## src/logic/deg_pkg.sv

```systemverilog
// shared constants, register map and bus carrier for the data eeprom guard
`default_nettype none

package deg_pkg;

    // ------------------------------------------------------------------
    // register map
    // ------------------------------------------------------------------
    localparam logic [7:0] ADDR_DATA    = 8'h9A;
    localparam logic [7:0] ADDR_ADDRESS = 8'h9B;
    localparam logic [7:0] ADDR_CONTROL = 8'h9C;
    localparam logic [7:0] ADDR_UNLOCK  = 8'h9D;

    // ------------------------------------------------------------------
    // control register fields
    // ------------------------------------------------------------------
    localparam int CTL_RD    = 0;
    localparam int CTL_WR    = 1;
    localparam int CTL_EN    = 2;
    localparam int CTL_ABORT = 3;

    // ------------------------------------------------------------------
    // reset values
    // ------------------------------------------------------------------
    localparam logic [7:0] DATA_POR_VALUE    = 8'h00;
    localparam logic [7:0] ADDRESS_POR_VALUE = 8'h00;
    localparam logic       CTL_BIT_RESET     = 1'b0;
    localparam logic       ABORT_POR_VALUE   = 1'b0;
    localparam logic [7:0] READ_ZERO         = 8'h00;

    // ------------------------------------------------------------------
    // unlock keys
    // ------------------------------------------------------------------
    localparam logic [7:0] UNLOCK_KEY_FIRST  = 8'h55;
    localparam logic [7:0] UNLOCK_KEY_SECOND = 8'hAA;

    // ------------------------------------------------------------------
    // array size options
    // ------------------------------------------------------------------
    localparam int         ARRAY_DEPTH       = 256;
    localparam logic [7:0] ADDR_MASK_LARGE   = 8'hFF;
    localparam logic [7:0] ADDR_MASK_SMALL   = 8'h7F;

    // ------------------------------------------------------------------
    // timing
    // ------------------------------------------------------------------
    localparam int CLK_HZ          = 125_000_000;
    localparam int PUT_TIME_MS     = 72;
    localparam int PUT_CYCLES      = (CLK_HZ / 1000) * PUT_TIME_MS;
    localparam int WRITE_TIME_US   = 4000;
    localparam int WRITE_CYCLES    = (CLK_HZ / 1_000_000) * WRITE_TIME_US;
    localparam int CNT_W           = 24;

    // ------------------------------------------------------------------
    // register bus request from the cpu
    // ------------------------------------------------------------------
    typedef struct packed {
        logic       wr;
        logic       rd;
        logic [7:0] addr;
        logic [7:0] wdata;
    } deg_bus_req_t;

endpackage : deg_pkg

`default_nettype wire

```

## src/logic/deg_guard.sv

```systemverilog
// register interface and write protection for the on-chip data eeprom
`default_nettype none

module deg_guard #(
    parameter int PUT_CYCLES   = deg_pkg::PUT_CYCLES,
    parameter int WRITE_CYCLES = deg_pkg::WRITE_CYCLES
) (
    // clock and resets
    input  wire logic                  clk,
    input  wire logic                  rst,
    input  wire logic                  por,
    // configuration straps
    input  wire logic                  large_variant,
    input  wire logic                  delay_timer_enable,
    // register bus
    input  wire deg_pkg::deg_bus_req_t req,
    output logic                [7:0]  reg_rdata,
    // status
    input  wire logic                  write_done_clear,
    output logic                       write_done_flag,
    output logic                       write_busy,
    output logic                       power_up_delay_timer
);

    // ------------------------------------------------------------------
    // address decode
    // ------------------------------------------------------------------
    wire logic hit_data    = req.addr == deg_pkg::ADDR_DATA;
    wire logic hit_address = req.addr == deg_pkg::ADDR_ADDRESS;
    wire logic hit_control = req.addr == deg_pkg::ADDR_CONTROL;
    wire logic hit_unlock  = req.addr == deg_pkg::ADDR_UNLOCK;

    // no code-protect term gates any of these strobes
    wire logic wr_data     = req.wr && hit_data;
    wire logic wr_address  = req.wr && hit_address;
    wire logic wr_control  = req.wr && hit_control;

    wire logic set_wr      = wr_control && req.wdata[deg_pkg::CTL_WR];
    wire logic set_rd      = wr_control && req.wdata[deg_pkg::CTL_RD];
    wire logic wdata_enable = req.wdata[deg_pkg::CTL_EN];
    wire logic wdata_abort  = req.wdata[deg_pkg::CTL_ABORT];

    // ------------------------------------------------------------------
    // state
    // ------------------------------------------------------------------
    logic [7:0]              data_reg;
    logic [7:0]              address_reg;
    logic                    write_enable_latch;
    logic                    read_start;
    logic                    write_abort_flag;
    logic                    write_in_flight;
    logic                    put_sampled;
    logic                    put_active;
    logic [deg_pkg::CNT_W-1:0] put_cnt;
    logic [deg_pkg::CNT_W-1:0] write_cnt;
    logic [7:0]              write_addr_hold;
    logic [7:0]              write_data_hold;

    // ------------------------------------------------------------------
    // unlock sequence
    // ------------------------------------------------------------------
    logic unlock_armed;

    deg_unlock u_unlock (
        .clk   (clk),
        .rst   (rst),
        .req   (req),
        .armed (unlock_armed)
    );

    // ------------------------------------------------------------------
    // array and address masking
    // ------------------------------------------------------------------
    wire logic [7:0] addr_mask = large_variant ? deg_pkg::ADDR_MASK_LARGE : deg_pkg::ADDR_MASK_SMALL;
    wire logic [7:0] array_rd_addr = address_reg & addr_mask;
    wire logic [7:0] array_wr_addr = write_addr_hold & addr_mask;
    logic [7:0]      array_rd_data;

    wire logic write_last = write_busy && write_cnt == deg_pkg::CNT_W'(WRITE_CYCLES - 1);

    deg_array u_array (
        .clk     (clk),
        .wr_en   (write_last),
        .wr_addr (array_wr_addr),
        .wr_data (write_data_hold),
        .rd_addr (array_rd_addr),
        .rd_data (array_rd_data)
    );

    // ------------------------------------------------------------------
    // write start qualification
    // ------------------------------------------------------------------
    // stored enable is used, so one write that sets both bits is refused unless enable was already set
    wire logic write_start = set_wr
                          && write_enable_latch
                          && unlock_armed
                          && !put_active
                          && !write_busy;

    // a read during a write would race the array update; it is ignored
    wire logic read_accept = set_rd && !write_busy && !read_start;

    // ------------------------------------------------------------------
    // power-up delay timer
    // ------------------------------------------------------------------
    // strap is caught on the first edge after power-on release
    always_ff @(posedge clk or posedge por) begin
        if (por) begin
            put_sampled <= 1'b0;
        end else begin
            put_sampled <= 1'b1;
        end
    end

    always_ff @(posedge clk or posedge por) begin
        if (por) begin
            put_active <= 1'b0;
        end else if (!put_sampled) begin
            put_active <= delay_timer_enable;
        end else if (put_active && put_cnt == deg_pkg::CNT_W'(PUT_CYCLES - 1)) begin
            put_active <= 1'b0;
        end
    end

    // never wraps: the gate drops before the counter could
    always_ff @(posedge clk or posedge por) begin
        if (por) begin
            put_cnt <= '0;
        end else if (put_active) begin
            put_cnt <= put_cnt + 1'b1;
        end
    end

    // the gate itself blocks starts; this visible copy lags it by one cycle
    always_ff @(posedge clk or posedge por) begin
        if (por) begin
            power_up_delay_timer <= 1'b0;
        end else begin
            power_up_delay_timer <= put_active;
        end
    end

    // ------------------------------------------------------------------
    // data and address registers
    // ------------------------------------------------------------------
    // only power-on clears these; other resets leave them for a retry
    always_ff @(posedge clk or posedge por) begin
        if (por) begin
            data_reg <= deg_pkg::DATA_POR_VALUE;
        end else if (read_start) begin
            data_reg <= array_rd_data;
        end else if (wr_data) begin
            data_reg <= req.wdata;
        end
    end

    always_ff @(posedge clk or posedge por) begin
        if (por) begin
            address_reg <= deg_pkg::ADDRESS_POR_VALUE;
        end else if (wr_address) begin
            address_reg <= req.wdata;
        end
    end

    // ------------------------------------------------------------------
    // control bits
    // ------------------------------------------------------------------
    always_ff @(posedge clk or posedge rst) begin
        if (rst) begin
            write_enable_latch <= deg_pkg::CTL_BIT_RESET;
        end else if (wr_control) begin
            write_enable_latch <= wdata_enable;
        end
    end

    always_ff @(posedge clk or posedge rst) begin
        if (rst) begin
            read_start <= deg_pkg::CTL_BIT_RESET;
        end else begin
            read_start <= read_accept;
        end
    end

    // ------------------------------------------------------------------
    // write engine
    // ------------------------------------------------------------------
    // clearing write enable does not touch a running write
    always_ff @(posedge clk or posedge rst) begin
        if (rst) begin
            write_busy <= deg_pkg::CTL_BIT_RESET;
        end else if (write_start) begin
            write_busy <= 1'b1;
        end else if (write_last) begin
            write_busy <= 1'b0;
        end
    end

    // fixed count stands in for the cell program time
    always_ff @(posedge clk or posedge rst) begin
        if (rst) begin
            write_cnt <= '0;
        end else if (write_start || write_last) begin
            write_cnt <= '0;
        end else if (write_busy) begin
            write_cnt <= write_cnt + 1'b1;
        end
    end

    // operands held so a careless rewrite mid-cycle cannot corrupt the byte
    always_ff @(posedge clk) begin
        if (write_start) begin
            write_addr_hold <= address_reg;
            write_data_hold <= data_reg;
        end
    end

    // ------------------------------------------------------------------
    // write-complete flag
    // ------------------------------------------------------------------
    // a completion in the same cycle as a clear wins
    always_ff @(posedge clk or posedge rst) begin
        if (rst) begin
            write_done_flag <= 1'b0;
        end else if (write_last) begin
            write_done_flag <= 1'b1;
        end else if (write_done_clear) begin
            write_done_flag <= 1'b0;
        end
    end

    // ------------------------------------------------------------------
    // interrupted-write detection
    // ------------------------------------------------------------------
    // survives the ordinary reset so its loss of the engine can be seen
    always_ff @(posedge clk or posedge por) begin
        if (por) begin
            write_in_flight <= 1'b0;
        end else if (write_start) begin
            write_in_flight <= 1'b1;
        end else if (write_last || !write_busy) begin
            write_in_flight <= 1'b0;
        end
    end

    wire logic write_cut = write_in_flight && !write_busy;

    always_ff @(posedge clk or posedge por) begin
        if (por) begin
            write_abort_flag <= deg_pkg::ABORT_POR_VALUE;
        end else if (write_cut) begin
            write_abort_flag <= 1'b1;
        end else if (wr_control) begin
            write_abort_flag <= wdata_abort;
        end
    end

    // ------------------------------------------------------------------
    // read-back mux
    // ------------------------------------------------------------------
    wire logic [7:0] control_view = {4'h0,
                                     write_abort_flag,
                                     write_enable_latch,
                                     write_busy,
                                     read_start};

    // unmapped addresses read zero and their writes are dropped
    wire logic [7:0] rd_mux = hit_data    ? data_reg    :
                              hit_address ? address_reg :
                              hit_control ? control_view :
                              hit_unlock  ? deg_pkg::READ_ZERO :
                                            deg_pkg::READ_ZERO;

    always_ff @(posedge clk or posedge rst) begin
        if (rst) begin
            reg_rdata <= deg_pkg::READ_ZERO;
        end else if (req.rd) begin
            reg_rdata <= rd_mux;
        end
    end

endmodule : deg_guard

`default_nettype wire

```

## src/logic/deg_array.sv

```systemverilog
// byte-wide nonvolatile array with asynchronous read and clocked write
`default_nettype none

module deg_array (
    // clock
    input  wire logic       clk,
    // write side
    input  wire logic       wr_en,
    input  wire logic [7:0] wr_addr,
    input  wire logic [7:0] wr_data,
    // read side
    input  wire logic [7:0] rd_addr,
    output logic      [7:0] rd_data
);

    // ------------------------------------------------------------------
    // storage
    // ------------------------------------------------------------------
    // no reset: contents survive every reset, as an eeprom does
    logic [7:0] mem [0:deg_pkg::ARRAY_DEPTH-1];

    always_ff @(posedge clk) begin
        if (wr_en) begin
            mem[wr_addr] <= wr_data;
        end
    end

    assign rd_data = mem[rd_addr];

endmodule : deg_array

`default_nettype wire

```

## src/logic/deg_unlock.sv

```systemverilog
// tracker for the two-key unlock sequence ahead of a write start
`default_nettype none

module deg_unlock (
    // clock and reset
    input  wire logic                  clk,
    input  wire logic                  rst,
    // observed bus traffic
    input  wire deg_pkg::deg_bus_req_t req,
    // sequence complete, next access may start a write
    output logic                       armed
);

    typedef enum logic [1:0] {
        DEG_IDLE,
        DEG_GOT_FIRST,
        DEG_ARMED
    } deg_unlock_state_t;

    deg_unlock_state_t state;
    deg_unlock_state_t next_state;

    wire logic hit_unlock = req.addr == deg_pkg::ADDR_UNLOCK;
    wire logic key_first  = req.wr && hit_unlock && req.wdata == deg_pkg::UNLOCK_KEY_FIRST;
    wire logic key_second = req.wr && hit_unlock && req.wdata == deg_pkg::UNLOCK_KEY_SECOND;
    wire logic any_access = req.wr || req.rd;

    // any access that is not the expected next step breaks the sequence
    always_comb begin
        next_state = state;
        if (any_access) begin
            case (state)
                DEG_IDLE:      next_state = key_first ? DEG_GOT_FIRST : DEG_IDLE;
                DEG_GOT_FIRST: next_state = key_second ? DEG_ARMED : (key_first ? DEG_GOT_FIRST : DEG_IDLE);
                DEG_ARMED:     next_state = key_first ? DEG_GOT_FIRST : DEG_IDLE;
                default:       next_state = DEG_IDLE;
            endcase
        end
    end

    always_ff @(posedge clk or posedge rst) begin
        if (rst) begin
            state <= DEG_IDLE;
        end else begin
            state <= next_state;
        end
    end

    assign armed = state == DEG_ARMED;

endmodule : deg_unlock

`default_nettype wire

```

## config.mk

```make
export PLATFORM = sky130hd
export DESIGN_NAME = deg_guard
export DESIGN_NICKNAME = d
export VERILOG_FILES = /design/src/logic/deg_pkg.sv /design/src/logic/deg_guard.sv /design/src/logic/deg_array.sv /design/src/logic/deg_unlock.sv
export SDC_FILE = /design/constraint.sdc
export NUM_CORES = 2
export LEC_CHECK = 0
export BUFFER_PORTS_ARGS = -buffer_cell sky130_fd_sc_hd__buf_2
export CAP_MARGIN = 25
export CORE_ASPECT_RATIO = 0.9
export CORE_UTILIZATION = 60
export CTS_BUF_LIST = sky130_fd_sc_hd__clkbuf_8
export CTS_CLUSTER_SIZE = 28
export DETAILED_ROUTE_END_ITERATION = 7
export MAX_ROUTING_LAYER = met4
export PLACE_DENSITY = 0.72
export REMOVE_ABC_BUFFERS = 1
export SYNTH_ARGS = -nofsm -noshare
export SYNTH_HDL_FRONTEND = slang
export SYNTH_SLANG_ARGS = --single-unit
```

## constraint.sdc

```tcl
create_clock -name clk -period 6 [get_ports clk]
set_clock_uncertainty 0.05 [all_clocks]
set_input_delay 1.2 -clock clk [delete_from_list [all_inputs] [get_ports clk]]
set_output_delay 1.2 -clock clk [all_outputs]
set_load 0.02 [all_outputs]
```

==> metrics <==
count leader, synth edfxtp_1; Post-DP Area around 0.086 mm^2; leakage 28.7 nW; top_reg_cell synth edfxtp_1; DIE WIDTH 395 um; clk slew on worst S/H paths 0.06 ns; distinct cell type count after synthesis 66; Port Buffers 34; drt pass-1 iters 5; TritonCTS Buffers around 340; antenna violations before repair 8; Residual DRC 0; Initial Utilization 0.606; die height 356 um; Finished Cell Area 0.0920 mm^2; Hold/Removal Path Class in2async; CTS tree yes; crit path launch type flip-flop; Via density 6.71; global-route wire length before repair slightly below 300000 um; Post-synth ARST share 0.0387; PostCTS Resize Cnt 0; layout cells sized above 1 0.265; routed wire length 202000 um; drt wl/cell 32.4 um; core area 0.138 mm^2; CP Launch Point address_reg[0]; fmax 227 MHz; Cells after Synth a little under 4000; Sink Count 2147; H-Tree Depth 5; Worst VDD drop 261 uV; fin nets about 4200; origin of the critical flop-to-flop path address_reg[0]; Root Buffer clkbuf_8; Final GP Congestion around 0.91; max reg flops 2048; DRT antenna net count 0; top cell type's share of synthesized area 0.742; dpl hpwl 121000 um; min Tclk post-route 4.41 ns; arrival time worst endpoint 5.21 ns; commonest cells in the netlist edfxtp_1 (2064), mux4_2 (585), nor2_1 (326), nand2_1 (132), clkbuf_1 (100); Max Cap Viol 0; top flop regs u_array.mem (2048), put_cnt (24), write_cnt (24); status finished clean; RSZ-0062 raised after global routing false; Seq/Total Area, Yosys 0.767; Iteration-0 DRC Markers around 5900; via count between 40000 and 50000; Layout fillers 8734; Clk Latency, worst-skew pair 1.03 ns; Worst Path Max Fanout 41; # setup viols final 0; EDFF count, synth 2064; Cell Area, Synth about 0.084 mm^2; Ys Warns 0; Global Route Usage Sum 0.302; CP Class reg2reg; vias in the first global route 41400; Final Core Density 0.668; period utilisation layout 0.735; clk buf depth 4; GRT overflow 0; largest net degree at the start of global routing 257; Max Slew Vio Count 0; max_slew headroom 0.0561; Final Hold Viols 0; Setup Buffers After CTS 0; I/O pin total 35; post-layout total power approximately 28 mW; Worst setup EP type flip-flop; syn_area_per_cell 21.5 um^2; PD cells 307 mW/mm^2; post-synthesis register bit count 2147; Worst R2R Path Depth 6; num rows 129; critical path data required time 6.80 ns; Largest Register u_array.mem; worst slew pin tran ~1.4 ns; CTS Hold Bufs 0; die area 0.141 mm^2; Synth area leader edfxtp_1; area grow syn2layout 10.2%; largest cells by area after synthesis edfxtp_1 (74%), mux4_2 (16%), dfrtp_1 (2.5%), nor2_1 (1.5%), mux2i_1 (0.75%)
==> worst max-delay path, stage by stage (launching register included) <==
cell,delay [ns]
dfrtp_4,0.91
buf_4,0.79
mux4_2,0.61
mux4_2,0.53
mux4_2,0.60
o21ai_0,0.56
nand2_1,0.16
==> cell type report <==
type,instances,area [um^2],area share
flip-flops and latches,2147,64100,0.696
clock buffers,349,4800,0.0522
diodes,7,17.5,0.000190
multi-input cells,1517,18400,0.200
inverters,16,65.1,0.000707
well taps,1834,2290,0.0249
clock inverters,209,946,0.0103
repair buffers,165,1450,0.0158
==> through the flow <==
stage | setup TNS, ns | setup WS [ns] | std cells | hold slack (ns)
global route | 0 | 1.45 | 6243 | 0.245
finish | 0 | 1.59 | 6244 | 0.245
floorplan | -175.86 | -15.63 | 3680 | 0.379
global placement | 0 | 1.66 | 5651 | 0.398
detailed placement | 0 | 1.59 | 5665 | 0.409
CTS | 0 | 1.57 | 6223 | 0.196
==> cells by family after synthesis <==
| group | Yosys count | share of synthesized area |
|---|---|---|
| buf+inv | 228 | 0.0132 |
| other cells | 1 | 0.0000449 |
| mux | 662 | 0.167 |
| xor+xnor | 45 | 0.00472 |
| compound gates | 188 | 0.0155 |
| fa+ha+maj | 2 | 0.000300 |
| simple gates | 619 | 0.0322 |
| flops | 2147 | 0.767 |
==> final timing paths <==
path,endpoint,slack (ns)
max in group asynchronous,address_reg[2],5.04
min in group clk,write_done_flag,0.37
worst max-delay path,data_reg[7],1.59
worst max register to register,data_reg[7],1.59
worst min register to register,put_cnt[23],0.41
worst min-delay path,write_cnt[18],0.25
==> power by group <==
group / switching (mW) / internal, mW / total (mW) / leakage [nW]
Combinational: 0.568 / 0.481 / 1.05 / 5.69
Sequential: 0.0665 / 16.2 / 16.3 / 19.7
Clock: 5.43 / 5.51 / 10.9 / 3.35
Total: 6.06 / 22.2 / 28.3 / 28.7
==> metal layers <==
layer | global-route usage | routed length (um) | vias to the layer above
met3 | 0.0727 | 23300 | 395
met1 | 0.439 | 80300 | 22000
li1 | - | - | 16800
met2 | 0.432 | 93300 | 2740
met4 | 0.0911 | 5460 | 0
met5 | - | 0 | -
==> cell usage in the layout (no fill, tap or decap), types with 63 or more instances in the layout <==
master,instances
clkinv_1,67
mux4_2,585
dfrtp_1,77
clkbuf_8,350
nor2_1,323
buf_4,97
edfxtp_1,2064
nand2_1,132
mux2i_1,63
inv_1,119
Note: power is estimated with default switching activity, not from simulation.
